File: config.mk
export PLATFORM = sky130hd
export DESIGN_NAME = lsf_top
export DESIGN_NICKNAME = d
export VERILOG_FILES = /design/src/core/lsf_pkg.sv /design/src/core/lsf_top.sv
export SDC_FILE = /design/constraint.sdc
export NUM_CORES = 1
export LEC_CHECK = 0
export CORE_MARGIN = 5
export CORE_UTILIZATION = 40
export CTS_CLUSTER_DIAMETER = 50
export DETAILED_ROUTE_END_ITERATION = 8
export DONT_BUFFER_PORTS = 1
export GPL_ROUTABILITY_DRIVEN = 0
export HOLD_SLACK_MARGIN = 0.12
export SYNTH_ARGS = -nofsm -noshare
export SYNTH_HDL_FRONTEND = slang
export SYNTH_SLANG_ARGS = --single-unit
File: constraint.sdc
create_clock -name clk_sys -period 5.79 [get_ports clk_sys]
set_clock_uncertainty 0.15 [all_clocks]
set_input_delay 1.158 -clock clk_sys [delete_from_list [all_inputs] [get_ports clk_sys]]
set_output_delay 1.158 -clock clk_sys [all_outputs]
set_load 0.02 [all_outputs]
File: src/core/lsf_pkg.sv
// Shared constants for the limit status flag logic
`default_nettype none

package lsf_pkg;

    // ==========================================================
    // Register map of the monitor (word addresses)
    // ==========================================================
    localparam logic [7:0] LSF_STATUS_OFS = 8'h02;
    localparam logic [7:0] LSF_POWER_RES_OFS = 8'h06;
    localparam logic [7:0] LSF_LOCAL_RES_OFS = 8'h08;
    localparam logic [7:0] LSF_REM1_RES_OFS = 8'h09;
    localparam logic [7:0] LSF_REM2_RES_OFS = 8'h0a;
    localparam logic [7:0] LSF_REM3_RES_OFS = 8'h0b;
    localparam logic [7:0] LSF_POWER_LIM_OFS = 8'h10;
    localparam logic [7:0] LSF_LOCAL_LIM_OFS = 8'h11;
    localparam logic [7:0] LSF_REM1_LIM_OFS = 8'h12;
    localparam logic [7:0] LSF_REM2_LIM_OFS = 8'h13;
    localparam logic [7:0] LSF_REM3_LIM_OFS = 8'h14;

    // ==========================================================
    // Status word layout
    // ==========================================================
    localparam int LSF_STATUS_W = 16;
    localparam int LSF_POWER_BIT = 11;
    localparam int LSF_LOCAL_BIT = 10;
    localparam int LSF_REM1_BIT = 9;
    localparam int LSF_REM2_BIT = 8;
    localparam int LSF_REM3_BIT = 7;
    localparam logic [15:0] LSF_STATUS_RST = 16'h0000;
    localparam logic LSF_FLAG_RST = 1'b0;

    // ==========================================================
    // Default widths and variant
    // ==========================================================
    localparam int LSF_DATA_W = 16;
    localparam int LSF_NUM_REMOTE = 3;

endpackage : lsf_pkg

`default_nettype wire

File: src/core/lsf_top.sv
// Over-limit status flags for power, local and remote temperatures
//
// Notes on behaviour
// - Power flag sets when power exceeds limit
// - Local flag sets above limit plus half-hysteresis
// - Transparent: local clears below limit minus half
// - Remote 1 sets above limit plus half-hysteresis
// - Remote 1 also sets on open diode
// - Transparent: remote 1 clears below band, no open
// - Remote 2 sets above limit plus half-hysteresis
// - Remote 2 also sets on open diode
// - Transparent: remote 2 clears below band, no open
// - Remote 3 sets only on three-channel variant
// - Remote 3 also sets on open diode
// - Transparent: remote 3 clears below band, no open
// - Latch mode: flags hold until status read
// - After read, still violated sets at next end
`default_nettype none

module lsf_top
    import lsf_pkg::*;
#(
    parameter int W = LSF_DATA_W,
    parameter int NUM_REMOTE = LSF_NUM_REMOTE
) (
    input wire logic clk_sys,
    input wire logic reset,
    // Alert mode: 1 latch, 0 transparent
    input wire logic latch_mode,
    // Temperature hysteresis, full band width
    input wire logic [W-1:0] temp_hyst,
    // Host read of the status register, one cycle
    input wire logic status_rd,
    // Power channel, unsigned
    input wire logic [W-1:0] power_result,
    input wire logic [W-1:0] power_limit,
    input wire logic power_done,
    // Local temperature, two's complement
    input wire logic [W-1:0] local_result,
    input wire logic [W-1:0] local_limit,
    input wire logic local_done,
    // Remote channel 1
    input wire logic [W-1:0] remote1_result,
    input wire logic [W-1:0] remote1_limit,
    input wire logic remote1_done,
    input wire logic remote1_open,
    // Remote channel 2
    input wire logic [W-1:0] remote2_result,
    input wire logic [W-1:0] remote2_limit,
    input wire logic remote2_done,
    input wire logic remote2_open,
    // Remote channel 3
    input wire logic [W-1:0] remote3_result,
    input wire logic [W-1:0] remote3_limit,
    input wire logic remote3_done,
    input wire logic remote3_open,
    // Status word and individual flags
    output logic [LSF_STATUS_W-1:0] status_word,
    output logic power_over_limit_flag,
    output logic local_temp_over_flag,
    output logic remote_ch1_over_flag,
    output logic remote_ch2_over_flag,
    output logic remote_ch3_over_flag
);

    // ==========================================================
    // Comparison helpers
    // ==========================================================

    // Extended by one bit so limit plus half-band cannot wrap
    function automatic logic signed [W:0] sext(
        input logic [W-1:0] v
    );
        sext = $signed({v[W-1], v});
    endfunction : sext

    function automatic logic signed [W:0] half_band(
        input logic [W-1:0] h
    );
        half_band = $signed({2'b00, h[W-1:1]});
    endfunction : half_band

    function automatic logic temp_above(
        input logic [W-1:0] res,
        input logic [W-1:0] lim,
        input logic [W-1:0] h
    );
        temp_above = sext(res) > (sext(lim) + half_band(h));
    endfunction : temp_above

    function automatic logic temp_below(
        input logic [W-1:0] res,
        input logic [W-1:0] lim,
        input logic [W-1:0] h
    );
        temp_below = sext(res) < (sext(lim) - half_band(h));
    endfunction : temp_below

    // Set beats a same-cycle read clear; inside the band a transparent-mode flag holds
    function automatic logic flag_next(
        input logic q,
        input logic done,
        input logic set_c,
        input logic clr_c,
        input logic latch,
        input logic rd
    );
        if (done && set_c) begin
            flag_next = 1'b1;
        end else if (latch) begin
            flag_next = rd ? 1'b0 : q;
        end else if (done && clr_c) begin
            flag_next = 1'b0;
        end else begin
            flag_next = q;
        end
    endfunction : flag_next

    // ==========================================================
    // Set and clear conditions
    // ==========================================================
    logic pwr_set;
    logic pwr_clr;
    logic loc_set;
    logic loc_clr;
    logic rm1_set;
    logic rm1_clr;
    logic rm2_set;
    logic rm2_clr;
    logic rm3_set;
    logic rm3_clr;
    logic rm3_present;

    assign pwr_set = power_result > power_limit;
    // Transparent power flag drops once the excess is gone
    assign pwr_clr = !pwr_set;

    assign loc_set = temp_above(local_result, local_limit, temp_hyst);
    assign loc_clr = temp_below(local_result, local_limit, temp_hyst);

    assign rm1_set = temp_above(remote1_result, remote1_limit, temp_hyst)
                     || remote1_open;
    assign rm1_clr = temp_below(remote1_result, remote1_limit, temp_hyst)
                     && !remote1_open;

    assign rm2_set = temp_above(remote2_result, remote2_limit, temp_hyst)
                     || remote2_open;
    assign rm2_clr = temp_below(remote2_result, remote2_limit, temp_hyst)
                     && !remote2_open;

    // Two-channel variant keeps the third flag at zero
    assign rm3_present = (NUM_REMOTE >= 3);
    assign rm3_set = rm3_present
                     && (temp_above(remote3_result, remote3_limit, temp_hyst)
                         || remote3_open);
    assign rm3_clr = temp_below(remote3_result, remote3_limit, temp_hyst)
                     && !remote3_open;

    // ==========================================================
    // Next values
    // ==========================================================
    logic pwr_d;
    logic loc_d;
    logic rm1_d;
    logic rm2_d;
    logic rm3_d;

    // Set and transparent clear need the channel's own done strobe; a latch-mode read clears without it
    assign pwr_d = flag_next(power_over_limit_flag, power_done, pwr_set,
                             pwr_clr, latch_mode, status_rd);
    assign loc_d = flag_next(local_temp_over_flag, local_done, loc_set,
                             loc_clr, latch_mode, status_rd);
    assign rm1_d = flag_next(remote_ch1_over_flag, remote1_done, rm1_set,
                             rm1_clr, latch_mode, status_rd);
    assign rm2_d = flag_next(remote_ch2_over_flag, remote2_done, rm2_set,
                             rm2_clr, latch_mode, status_rd);
    assign rm3_d = rm3_present
                   && flag_next(remote_ch3_over_flag, remote3_done, rm3_set,
                                rm3_clr, latch_mode, status_rd);

    // ==========================================================
    // Flag registers
    // ==========================================================
    always_ff @(posedge clk_sys) begin
        if (reset) begin
            power_over_limit_flag <= LSF_FLAG_RST;
            local_temp_over_flag <= LSF_FLAG_RST;
            remote_ch1_over_flag <= LSF_FLAG_RST;
            remote_ch2_over_flag <= LSF_FLAG_RST;
            remote_ch3_over_flag <= LSF_FLAG_RST;
        end else begin
            power_over_limit_flag <= pwr_d;
            local_temp_over_flag <= loc_d;
            remote_ch1_over_flag <= rm1_d;
            remote_ch2_over_flag <= rm2_d;
            remote_ch3_over_flag <= rm3_d;
        end
    end

    // Status word is a registered copy so a read sees one snapshot
    always_ff @(posedge clk_sys) begin
        if (reset) begin
            status_word <= LSF_STATUS_RST;
        end else begin
            status_word <= LSF_STATUS_RST;
            status_word[LSF_POWER_BIT] <= pwr_d;
            status_word[LSF_LOCAL_BIT] <= loc_d;
            status_word[LSF_REM1_BIT] <= rm1_d;
            status_word[LSF_REM2_BIT] <= rm2_d;
            status_word[LSF_REM3_BIT] <= rm3_d;
        end
    end

endmodule : lsf_top

`default_nettype wire

Word-level counts from Yosys, hierarchy flattened
Cells that the tools add are included.
- bits in registers: 21
- bits in latches: 0
- bits in read-only memories: 0
- memories kept: 0
- RAM bits: 0
- word-level logic and storage cells: 64
- bitwise operators: 0
- multipliers: 0
- multiplexer cells: 20
- shift-type cells: 0
- div/mod/pow operators: 0
- $lt $le $gt $ge: 9
- equal/unequal tests: 0
- reductions and logical operators: 20
- add/sub/neg operators: 8
- operators by type and width (cell ; count):
    $add 16x16->17 ; 4
    $gt 16x17->1 ; 4
    $lt 16x17->1 ; 4
    $sub 16x16->17 ; 4
    $mux 1 ; 20
    $gt 16x16->1 ; 1
    $logic_and 1x1->1 ; 13
    $logic_not 1->1 ; 4
    $logic_or 1x1->1 ; 3

Logic depth before layout (Yosys ltp)
Gate-level depths: netlist of run 1.
- word-level depth: 7
- gate-level depth with buffers: 18
- depth with buffers taken out: 18

Worst setup path before layout of run 1
No wires, ideal clock.
- path kind: input-to-reg
- start: in temp_hyst[2]
- end: reg status_word[8]
- path buffers: 0
- data arrival time: 4449 ps
- cell stages on the path: 16
- slack: 1069 ps
- cell sequence: inv_1 ha_1 nand2b_1 a221oi_1 o41a_1 a221oi_1 o31ai_2 or4b_1 nand3_1 ha_1 a211oi_1 o211ai_1 nand3_1 o21ai_0 a41o_1 a311o_1
- longest elaborated chain between the ends: 7
- elaborated cells between the ends (all ways): 11
- classes of those cells: 2 x add/sub; 2 x order compare; 3 x mux; 4 x reduce/logical
- RTL lines (element ; RTL line ; source):
    from (decl) ; lsf_top.sv:31 ; input wire logic [W-1:0] temp_hyst,
    $sub 16x16->17 ; lsf_top.sv:96 ; temp_below = sext(res) < (sext(lim) - half_band(h));
    $lt 16x17->1 ; lsf_top.sv:96 ;
    $logic_and 1x1->1 ; lsf_top.sv:149 ; && !remote2_open;
    $logic_and 1x1->1 ; lsf_top.sv:112 ; end else if (done && clr_c) begin
    $mux 1 ; lsf_top.sv:112 ;
    $mux 1 ; lsf_top.sv:110 ; end else if (latch) begin
    $mux 1 * ; lsf_top.sv:108 ; if (done && set_c) begin
    to (signal, indexed assignment) ; lsf_top.sv:206 ; status_word[LSF_POWER_BIT] <= pwr_d;
    to (signal, indexed assignment) ; lsf_top.sv:207 ; status_word[LSF_LOCAL_BIT] <= loc_d;
    to (signal, indexed assignment) ; lsf_top.sv:208 ; status_word[LSF_REM1_BIT] <= rm1_d;
    to (decl) ; lsf_top.sv:58 ; output logic [LSF_STATUS_W-1:0] status_word,
Every way passes the cells marked *; elsewhere a longest branch is shown, timed or not.
A chain may end at the register's enable or synchronous reset.

Worst setup path after layout of run 1
- start: in temp_hyst[2]
- end: reg status_word[10]
- longest elaborated chain between the ends: 6
- elaborated cells between the ends (all ways): 9
- classes of those cells: 2 x add/sub; 2 x order compare; 3 x mux; 2 x reduce/logical
- RTL lines (element ; RTL line):
    $sub 16x16->17 ; lsf_top.sv:96
    $lt 16x17->1 ; lsf_top.sv:96
    $logic_and 1x1->1 ; lsf_top.sv:112
    $mux 1 ; lsf_top.sv:112
    $mux 1 ; lsf_top.sv:110
    $mux 1 * ; lsf_top.sv:108
Marks and branches as above.

==> results.md, run 1 <==
- Endpoint type of the worst setup path: register
- # clock sinks: 5
- Net switching fraction of the power: between 50% and 60%
- Portion of total power attributed to the clock network: under 10%
- CTS Root Cell: sky130_fd_sc_hd__clkbuf_16
- Synthesized flop and latch total: 5
- Post-synthesis instance area: slightly above 9000 um^2
- H-tree depth: 1
- Launching point of the worst reg2reg path: power_over_limit_flag
- Vertical die dimension: between 150 and 200 um
- Worst slew pin tran: ~740 ps
- Starting density of the core: between 40 and 50%
- Synth Flop Type: sky130_fd_sc_hd__dfxtp_1
- Synthesized instance count: roughly 1200
- Number of antenna violations at the first check in global routing: 0
- Global-route wire length before repair: 41900 um
- Largest area contributor in the netlist: sky130_fd_sc_hd__ha_1
- Total Nets Final: 1655
- WP buf/inv: 1
- Crit path launch: temp_hyst[2]
- Setup crit start kind: primary input
- Count of input and output buffers: 0
- Routed via count: 8457
- Max rail drop VDD: 71.8 uV
- Die boundary width: between 150 and 200 um
- Crit-path max FO: 9
- Share of the clock period used by the worst path: 87.2%
- Signed area change from the synthesized netlist to the final layout: 2.37%
- DIE AREA: 26300 um^2
- Final Hold Vio Count: 0
- Synth async-reset ratio: 0%
- CTS buffer count: 3
- Worst hold margin: 565 ps
- Post-CTS setup buffer count: 0
- Worst path slowest cell: sky130_fd_sc_hd__fa_1
- Total wirelength of the detailed-routed design: 27100 um
- Power spent charging and discharging nets: 0.659 mW
- Seq/Total Area, Yosys: 1.08%
- Final sum of negative setup slack: 0 ps
- Clock-pin transition on the worst setup and hold timing paths: ~40 ps
- Finished Layout Cells: 1475
- Remaining global-route overflow: 0
- Worst path required time: 5770 ps
- Number of warnings issued by yosys: 0
- Part of the power in registers: 4.7%
- Pin count of the biggest net entering global routing: 13
- Main area contributors after synthesis: sky130_fd_sc_hd__ha_1 36%, sky130_fd_sc_hd__xnor2_1 7.6%, sky130_fd_sc_hd__a21oi_1 5.9%
- Family with the most delay on the worst path: compound AO/OA/AOI/OAI gates
- Tot GR Track Use: 19.6%
- Final setup violation count: 0
- Final Core Density: 41.8%
- DRC marker count from the first detailed-route iteration: 297
- Mean routed wirelength per cell: 18.4 um
- Std cell rows: 55
- Crit path kind: primary input to register
- Max-Cap Viols: 0
- Post-synth top area share: between 30 and 40%
- Cell Int Power: 0.628 mW
- Ratio of cells with drive above 1 in the final layout: 2.61%
- Remaining DRCs: 0
- Number of hold-repair buffers added at the cts stage: 0
- Via-to-Cell Ratio: ~5.7
- Number of global-route vias before repair: 8402
- Hold path startpoint: status_word[7]
- Half-perimeter wire length after placement: 24500 um
- Max Fclk: 0.198 GHz
- Arrival time of the worst setup path: 5030 ps
- Hold Path Class: register to register
- Period minus WS final: 5050 ps
- Max Buffers Root-to-Sink: 2
- Mapped Avg Cell Area: 7.60 um^2
- Worst stage delay on the critical path: 540 ps
- Core box area: 22700 um^2
- Comb power frac: 85.5%
- Count of flip-flops with a built-in enable after synthesis: 0
- Resized Gates After CTS: 0
- Leak: between 4 and 5 nW
- Number of distinct standard cells referenced by the synthesized netlist: 74
- Power per cell area: around 140 nW/um^2
- Ant. Diodes: 0
- Antenna viol nets, final: 0
- Cell count after placement: 1471
- Final slew viol count: 0
- Number of optimization iterations in the first detailed-route pass: 5
- Cell chain of the critical path: inv_1, fa_1, o21bai_1, a21oi_1, o21ai_0, a211oi_1, o41ai_1, a21oi_1, xnor2_1, ha_1, a21o_1, a211o_1, a211oi_1, o211ai_1, a41oi_1, o21ai_0
- Unrepaired setup endpoints after global routing: false
- Slew HR: between 50% and 60%
- Run status: finished clean
- Ports placed on the boundary: 209
- Clock latency at the later pin of the worst-skew pair: between 200 and 250 ps
- CTS tree: built
==> kinds of logic after synthesis <==
kind of cell / after synthesis / synth area share [%]
other: 1 / 0.0404
DFF: 5 / 1.08
xor gates and xnor gates: 95 / 8.97
adders and majority gates: 276 / 37.9
muxes: 3 / 0.324
buffers and inverters: 169 / 7.78
AOI/OAI and AO/OA: 361 / 26.2
and+or+nand+nor: 310 / 17.7
==> cell type report <==
| cell class | count | area, um^2 |
|---|---|---|
| Multi-Input combinational cell | 1056 | 8490 |
| Inverter | 125 | 469 |
| Fill cell | 2380 | 13200 |
| Tap cell | 285 | 357 |
| Clock buffer | 4 | 78.8 |
| Sequential cell | 5 | 100 |
==> cells in the final DEF, fill, tap and decap left out, types with 5 or more instances in the layout <==
master and n:
sky130_fd_sc_hd__nor2_1 82, sky130_fd_sc_hd__o21ai_0 53, sky130_fd_sc_hd__o2111ai_1 8, sky130_fd_sc_hd__nand2_1 32
sky130_fd_sc_hd__nand2b_1 18, sky130_fd_sc_hd__a31oi_1 10, sky130_fd_sc_hd__a21o_1 39, sky130_fd_sc_hd__dfxtp_1 5
sky130_fd_sc_hd__o21bai_1 19, sky130_fd_sc_hd__a21oi_1 109, sky130_fd_sc_hd__or4_1 7, sky130_fd_sc_hd__xnor2_1 81
sky130_fd_sc_hd__nor3_1 27, sky130_fd_sc_hd__o21a_1 12, sky130_fd_sc_hd__inv_2 8, sky130_fd_sc_hd__nor2b_1 35
sky130_fd_sc_hd__or3_1 8, sky130_fd_sc_hd__nand4_1 26, sky130_fd_sc_hd__conb_1 11, sky130_fd_sc_hd__xor2_1 14
sky130_fd_sc_hd__a311oi_1 6, sky130_fd_sc_hd__o31ai_1 15, sky130_fd_sc_hd__fa_1 8, sky130_fd_sc_hd__nor3b_1 8
sky130_fd_sc_hd__nor4_1 10, sky130_fd_sc_hd__o211ai_1 7, sky130_fd_sc_hd__ha_1 268, sky130_fd_sc_hd__a221oi_1 10
sky130_fd_sc_hd__a211oi_1 16, sky130_fd_sc_hd__nand3_1 30, sky130_fd_sc_hd__or2_2 6, sky130_fd_sc_hd__o21ai_1 7
sky130_fd_sc_hd__nand3b_1 5, sky130_fd_sc_hd__inv_1 117
==> sequential cells by signal, indices dropped and copies added, names as in the netlist <==
| register | count |
|---|---|
| status_word | 4 |
| power_over_limit_flag | 1 |
==> power by group through the flow <==
stage	Combinational [mW]	Clock [mW]	Sequential, mW
final	1.10	0.126	0.0608
after detailed placement	1.10	0	0.0621
after floorplan	0.903	0	0.0518
after CTS	1.10	0.129	0.0614
after global routing	1.26	0.131	0.0627
after global placement	1.08	0	0.0620
==> worst paths after layout <==
check / end / slack [ps] / depth (start not counted)
setup reg to reg: power_over_limit_flag / 4490 / 2
hold reg to reg: status_word[7] / 560 / 2
setup / recovery: status_word[10] / 740 / 16
hold / removal: status_word[7] / 560 / 2
==> cells in the mapped netlist, types with 19 or more instances <==
cell type / count
sky130_fd_sc_hd__inv_1: 117
sky130_fd_sc_hd__o21ai_0: 53
sky130_fd_sc_hd__nor2_1: 82
sky130_fd_sc_hd__o21bai_1: 19
sky130_fd_sc_hd__nor2b_1: 35
sky130_fd_sc_hd__ha_1: 268
sky130_fd_sc_hd__xnor2_1: 81
sky130_fd_sc_hd__nand4_1: 26
sky130_fd_sc_hd__nand3_1: 30
sky130_fd_sc_hd__a21o_1: 39
sky130_fd_sc_hd__a21oi_1: 109
sky130_fd_sc_hd__nor3_1: 27
sky130_fd_sc_hd__nand2_1: 32
==> layer usage <==
metal  wire length, um  GRT usage, %
met5                 0             0
met4               319          2.42
met3              2050          5.15
met2             13300          35.6
met1             11400          23.8
==> through the flow <==
| step | total power, mW | cell area, um^2 | worst slack [ps] |
|---|---|---|---|
| after CTS | 1.29 | 9490 | 800 |
| after global routing | 1.46 | 9490 | 446 |
| final | 1.29 | 9490 | 739 |
| after floorplan | 0.955 | 9310 | 1070 |
| after detailed placement | 1.16 | 9420 | 542 |
| after global placement | 1.14 | 9420 | 573 |
==> worst reg2reg max path, stage by stage (launching register included) <==
cell and delay (ps):
sky130_fd_sc_hd__dfxtp_1 610, sky130_fd_sc_hd__a311oi_1 180, sky130_fd_sc_hd__a311oi_1 270
(Power assumes the default switching activity.)
==> inputs of run 2 (changes only) <==
--- a/config.mk
+++ b/config.mk
@@ -5,6 +5,7 @@
 export SDC_FILE = /design/constraint.sdc
 export NUM_CORES = 1
 export LEC_CHECK = 0
+export CORE_ASPECT_RATIO = 0.5
 export CORE_MARGIN = 5
 export CORE_UTILIZATION = 40
 export CTS_CLUSTER_DIAMETER = 50
==> results.md, run 2 (synthesized netlist as in run 1, its figures left out) <==
- Run status: finished clean (unchanged)
- WP buf/inv: 1 (unchanged)
- Final sum of negative setup slack: 0 ps (unchanged)
- Cell chain of the critical path: inv_1, fa_1, o21bai_1, a21oi_1, o21ai_0, a211oi_1, o41ai_1, a21oi_1, xnor2_1, ha_1, a21o_1, a211o_1, a211oi_1, o211ai_1, a41oi_1, o21ai_0 (unchanged)
- H-tree depth: 1 (unchanged)
- Worst path required time: 5770 ps (about the same)
- Number of hold-repair buffers added at the cts stage: 0 (unchanged)
- CTS buffer count: 3 (unchanged)
- Period minus WS final: 5050 ps (about the same)
- Final Core Density: 41.8% (about the same)
- Max Buffers Root-to-Sink: 2 (unchanged)
- Max Fclk: 0.198 GHz (about the same)
- Worst hold path depth: 2 (unchanged)
- Slew HR: 49.1% (was 50.6%)
- Depth of the most critical reg-to-reg path: 2 (unchanged)
- Final setup violation count: 0 (unchanged)
- Clock latency at the later pin of the worst-skew pair: 240 ps (about the same)
- Family with the most delay on the worst path: compound AO/OA/AOI/OAI gates (unchanged)
- Vertical die dimension: 118 um (was 162 um)
- Via-to-Cell Ratio: 5.76 (was 5.73)
- Core box area: 22800 um^2 (was 22700 um^2)
- Number of antenna violations at the first check in global routing: 0 (unchanged)
- Leak: 4.50 nW (unchanged)
- Minimum setup slack among reg-to-reg paths: 4510 ps (was 4490 ps)
- Global-route wire length before repair: 44600 um (was 41900 um)
- Total Nets Final: 1655 (unchanged)
- Antenna viol nets, final: 0 (unchanged)
- Hold path startpoint: status_word[7] (unchanged)
- Hold Path Class: register to register (unchanged)
- Number of global-route vias before repair: 8807 (was 8402)
- Arrival time of the worst setup path: 5030 ps (about the same)
- Ant. Diodes: 0 (unchanged)
- Remaining global-route overflow: 0 (unchanged)
- Largest register by flop count: status_word (unchanged)
- Worst path slowest cell: sky130_fd_sc_hd__fa_1 (unchanged)
- CTS Root Cell: sky130_fd_sc_hd__clkbuf_16 (unchanged)
- Std cell rows: 39 (was 55)
- Crit path kind: primary input to register (unchanged)
- Worst stage delay on the critical path: 550 ps (was 540 ps)
- Ports placed on the boundary: 209 (unchanged)
- Tot GR Track Use: 20.3% (was 19.6%)
- WHS Endpoint: status_word[7] (unchanged)
- Routed via count: 8625 (was 8457)
- Mean routed wirelength per cell: 18.8 um (was 18.4 um)
- Count of input and output buffers: 0 (unchanged)
- Signed area change from the synthesized netlist to the final layout: 2.67% (was 2.37%)
- CTS tree: built (unchanged)
- Flip-flop count of the largest register, all copies and words added: 4 (unchanged)
- Power per cell area: 137 nW/um^2 (was 136 nW/um^2)
- Total wirelength of the detailed-routed design: 28200 um (was 27100 um)
- Endpoint type of the worst setup path: register (unchanged)
- Clock-pin transition on the worst setup and hold timing paths: 40 ps (about the same)
- Worst path setup slack after routing: 737 ps (was 739 ps)
- Largest registers: status_word (4), power_over_limit_flag (1) (unchanged)
- Half-perimeter wire length after placement: 25500 um (was 24500 um)
- Resized Gates After CTS: 0 (unchanged)
- Ratio of cells with drive above 1 in the final layout: 2.61% (unchanged)
- Share of the clock period used by the worst path: 87.3% (was 87.2%)
- Setup crit start kind: primary input (unchanged)
- Final Hold Vio Count: 0 (unchanged)
- Max rail drop VDD: 84.0 uV (was 71.8 uV)
- Crit-path max FO: 9 (unchanged)
- DIE AREA: 26500 um^2 (was 26300 um^2)
- Number of optimization iterations in the first detailed-route pass: 5 (unchanged)
- Dpl ws: 460 ps (was 542 ps)
- Layout filler cell count: 2305 (was 2380)
- Remaining DRCs: 0 (unchanged)
- Most common cell after layout, fill and taps aside: sky130_fd_sc_hd__ha_1 (unchanged)
- Max-Cap Viols: 0 (unchanged)
- Launching point of the worst reg2reg path: power_over_limit_flag (unchanged)
- # clock sinks: 5 (unchanged)
- Starting density of the core: 40.7% (was 40.8%)
- Die boundary width: 225 um (was 162 um)
- Post-CTS setup buffer count: 0 (unchanged)
- Final slew viol count: 0 (unchanged)
- Pin count of the biggest net entering global routing: 13 (unchanged)
- Unrepaired setup endpoints after global routing: false (unchanged)
- Endpoint of the most critical register-to-register path: power_over_limit_flag (unchanged)
- DRC marker count from the first detailed-route iteration: 428 (was 297)
- Worst slew pin tran: 763 ps (was 741 ps)
- Highest-count cells in the layout ignoring fill and taps: 268 x sky130_fd_sc_hd__ha_1, 117 x sky130_fd_sc_hd__inv_1, 109 x sky130_fd_sc_hd__a21oi_1 (unchanged)
-- run 2: cell counts in the layout (fill, tap and decap cells not counted) --
Identical to the previous run, type by type.
-- run 2: power by group --
part | switching, mW | internal, mW | leakage (nW) | total (mW)
Clock | 0.0329 | 0.0923 | 0.0382 | 0.125
Sequential | 0.0207 | 0.0403 | 0.0417 | 0.0610
Combinational | 0.615 | 0.499 | 4.42 | 1.11
Total | 0.668 | 0.632 | 4.50 | 1.30
-- run 2: how the worst max path moves through the flow --
stage / startpoint / to / slack (ps) / cells past startpoint
final: temp_hyst[2] / status_word[10] / 740 / 16
after global routing: temp_hyst[2] / status_word[8] / 420 / 17
after CTS: temp_hyst[2] / status_word[8] / 710 / 16
after detailed placement: temp_hyst[2] / status_word[8] / 460 / 16
after global placement: temp_hyst[2] / status_word[8] / 590 / 16
after floorplan: temp_hyst[2] / status_word[8] / 1070 / 16
-- run 2: worst register-to-register path: cells and delay by family, from the launching register on --
| family | cells | cell delay [ps] |
|---|---|---|
| AOI/OAI and AO/OA | 2 | 450 |
| DFF | 1 | 600 |
-- run 2: final cells by class --
cell class,instances,area [um^2],area share (%)
Inverter,125,469,4.93
Sequential cell,5,100,1.05
Clock buffer,4,78.8,0.828
Multi-Input combinational cell,1056,8490,89.2
Tap cell,307,384,4.03
-- run 2: layer usage --
metal	GRT usage [%]	vias up	wire length, um
li1	-	4398	-
met5	0	-	0
met1	26.2	4001	12800
met2	35.7	182	13200
met3	2.84	44	1310
met4	5.02	0	848
-- run 2: per-stage QoR --
stage | cell area (um^2) | cells | power [mW] | hold WS, ps
2_1_floorplan | 9310 | 1230 | 0.955 | 418
3_3_place_gp | 9440 | 1493 | 1.13 | 602
3_5_place_dp | 9440 | 1493 | 1.17 | 595
4_1_cts | 9520 | 1497 | 1.30 | 606
5_1_grt | 9520 | 1497 | 1.46 | 654
6_report | 9520 | 1497 | 1.30 | 588
==> inputs of run 3 (changes only) <==
--- a/config.mk
+++ b/config.mk
@@ -5,9 +5,10 @@
 export SDC_FILE = /design/constraint.sdc
 export NUM_CORES = 1
 export LEC_CHECK = 0
+export CAP_MARGIN = 20
 export CORE_ASPECT_RATIO = 0.5
 export CORE_MARGIN = 5
-export CORE_UTILIZATION = 40
+export CORE_UTILIZATION = 31
 export CTS_CLUSTER_DIAMETER = 50
 export DETAILED_ROUTE_END_ITERATION = 8
 export DONT_BUFFER_PORTS = 1
==> results.md, run 3 (synthesized netlist as in run 1, its figures left out) <==
- Crit-path max FO: 9 (unchanged)
- Final Hold Vio Count: 0 (unchanged)
- Worst stage delay on the critical path: 550 ps (about the same)
- Post-Layout Inst Area: 9630 um^2 (was 9520 um^2)
- Max Buffers Root-to-Sink: 2 (unchanged)
- Worst slew pin tran: 670 ps (was 763 ps)
- Max-Cap Viols: 0 (unchanged)
- Remaining global-route overflow: 0 (unchanged)
- Unrepaired setup endpoints after global routing: false (unchanged)
- Setup crit start kind: primary input (unchanged)
- Power per cell area: 133 nW/um^2 (was 137 nW/um^2)
- Number of optimization iterations in the first detailed-route pass: 5 (unchanged)
- Worst path required time: 5770 ps (about the same)
- Ports placed on the boundary: 209 (unchanged)
- Final sum of negative setup slack: 0 ps (unchanged)
- DRC marker count from the first detailed-route iteration: 395 (was 428)
- Pin count of the biggest net entering global routing: 13 (unchanged)
- Met2 GRT Util: 28.8% (was 35.7%)
- CTS Root Cell: sky130_fd_sc_hd__clkbuf_16 (unchanged)
- Slew HR: 55.3% (was 49.1%)
- Endpoint type of the worst setup path: register (unchanged)
- Max rail drop VDD: 73.3 uV (was 84.0 uV)
- Routed via count: 8440 (was 8625)
- Arrival time of the worst setup path: 4970 ps (was 5030 ps)
- Tot GR Track Use: 15.4% (was 20.3%)
- Flip-flop count of the largest register, all copies and words added: 4 (unchanged)
- Clock-pin transition on the worst setup and hold timing paths: 40 ps (about the same)
- Core box area: 29200 um^2 (was 22800 um^2)
- Largest registers: status_word (4), power_over_limit_flag (1) (unchanged)
- Placement Cell Area: 9550 um^2 (was 9440 um^2)
- Max Fclk: 0.200 GHz (was 0.198 GHz)
- Vertical die dimension: 132 um (was 118 um)
- Total wirelength of the detailed-routed design: 27800 um (was 28200 um)
- Final setup violation count: 0 (unchanged)
- Finished Layout Cells: 1581 (was 1497)
- Die boundary width: 255 um (was 225 um)
- # clock sinks: 5 (unchanged)
- CTS tree: built (unchanged)
- Crit path launch: temp_hyst[2] (unchanged)
- Antenna viol nets, final: 0 (unchanged)
- Worst path slowest cell: sky130_fd_sc_hd__fa_1 (unchanged)
- Global-route wire length before repair: 42000 um (was 44600 um)
- Via-to-Cell Ratio: 5.34 (was 5.76)
- DIE AREA: 33700 um^2 (was 26500 um^2)
- H-tree depth: 1 (unchanged)
- Largest register by flop count: status_word (unchanged)
- Starting density of the core: 31.7% (was 40.7%)
- Remaining DRCs: 0 (unchanged)
- Met1 usage in global routing: 18.5% (was 26.2%)
- Cell chain of the critical path: inv_1, fa_1, o21bai_1, a21oi_1, o21ai_0, a211oi_1, o41ai_1, a21oi_1, xnor2_1, ha_1, a21o_1, a211o_1, a211oi_1, o211ai_1, a41oi_1, o21ai_0 (unchanged)
- Final slew viol count: 0 (unchanged)
- Period minus WS final: 4990 ps (was 5050 ps)
- Hold Path Class: register to register (unchanged)
- Ratio of cells with drive above 1 in the final layout: 2.61% (unchanged)
- Crit path kind: primary input to register (unchanged)
- Ant. Diodes: 0 (unchanged)
- Cell count after placement: 1577 (was 1493)
- Most common cell after layout, fill and taps aside: sky130_fd_sc_hd__ha_1 (unchanged)
- Number of hold-repair buffers added at the cts stage: 0 (unchanged)
- Resized Gates After CTS: 0 (unchanged)
- Half-perimeter wire length after placement: 25200 um (was 25500 um)
- Number of global-route vias before repair: 7934 (was 8807)
- Total Nets Final: 1655 (unchanged)
- Signed area change from the synthesized netlist to the final layout: 3.80% (was 2.67%)
- Count of input and output buffers: 0 (unchanged)
- Highest-count cells in the layout ignoring fill and taps: 268 x sky130_fd_sc_hd__ha_1, 117 x sky130_fd_sc_hd__inv_1, 109 x sky130_fd_sc_hd__a21oi_1 (unchanged)
- Global routing's busiest layer: met2 (unchanged)
- Leak: 4.50 nW (unchanged)
- Hold path startpoint: status_word[7] (unchanged)
- CTS buffer count: 3 (unchanged)
- Post-CTS setup buffer count: 0 (unchanged)
- Clock latency at the later pin of the worst-skew pair: 240 ps (about the same)
- Share of the clock period used by the worst path: 86.2% (was 87.3%)
- Mean routed wirelength per cell: 17.6 um (was 18.8 um)
- Met3 track utilization from global routing: 1.58% (was 2.84%)
- Number of antenna violations at the first check in global routing: 0 (unchanged)
- Run status: finished clean (unchanged)
- Std cell rows: 44 (was 39)
- Launching point of the worst reg2reg path: power_over_limit_flag (unchanged)
run 3: cell counts in the layout (fill, tap and decap cells not counted):
No cell type changed its count.
run 3: worst paths after layout:
kind                                               to  slack, ps  depth (start not counted)
worst max-delay path                  status_word[10]        800                         16
worst min register to register         status_word[7]        570                          2
worst min-delay path                   status_word[7]        570                          2
worst max register to register  power_over_limit_flag       4450                          2
run 3: layout make-up:
cell class | count | area, um^2
Tap cell | 391 | 489
Sequential cell | 5 | 100
Multi-Input combinational cell | 1056 | 8490
Inverter | 125 | 469
Fill cell | 3188 | 19600
Clock buffer | 4 | 78.8
run 3: critical path: cells and delay by family:
family	cells	cell delay [ps]
compound gates	12	2580
xor+xnor	1	140
fa+ha+maj	2	840
buf+inv	1	220
run 3: metal layers:
layer / routed length [um] / share of wire, %
met5: 0 / 0
met1: 11800 / 43
met3: 858 / 3.1
met2: 14000 / 51
met4: 1030 / 3.7
run 3: where the power goes:
part | leakage [nW] | internal (mW) | switching, mW | total [mW]
Sequential | 0.0417 | 0.0403 | 0.0203 | 0.0606
Clock | 0.0382 | 0.0921 | 0.0320 | 0.124
Combinational | 4.42 | 0.495 | 0.602 | 1.10
run 3: stage by stage:
step           util (%)  total power, mW  hold WS [ps]  worst slack (ps)
2_1_floorplan         -            0.955           418              1070
3_3_place_gp       32.7             1.15           576               492
3_5_place_dp       32.7             1.15           575               489
4_1_cts            32.9             1.29           580               732
5_1_grt            32.9             1.44           596               434
6_report           32.9             1.28           572               796
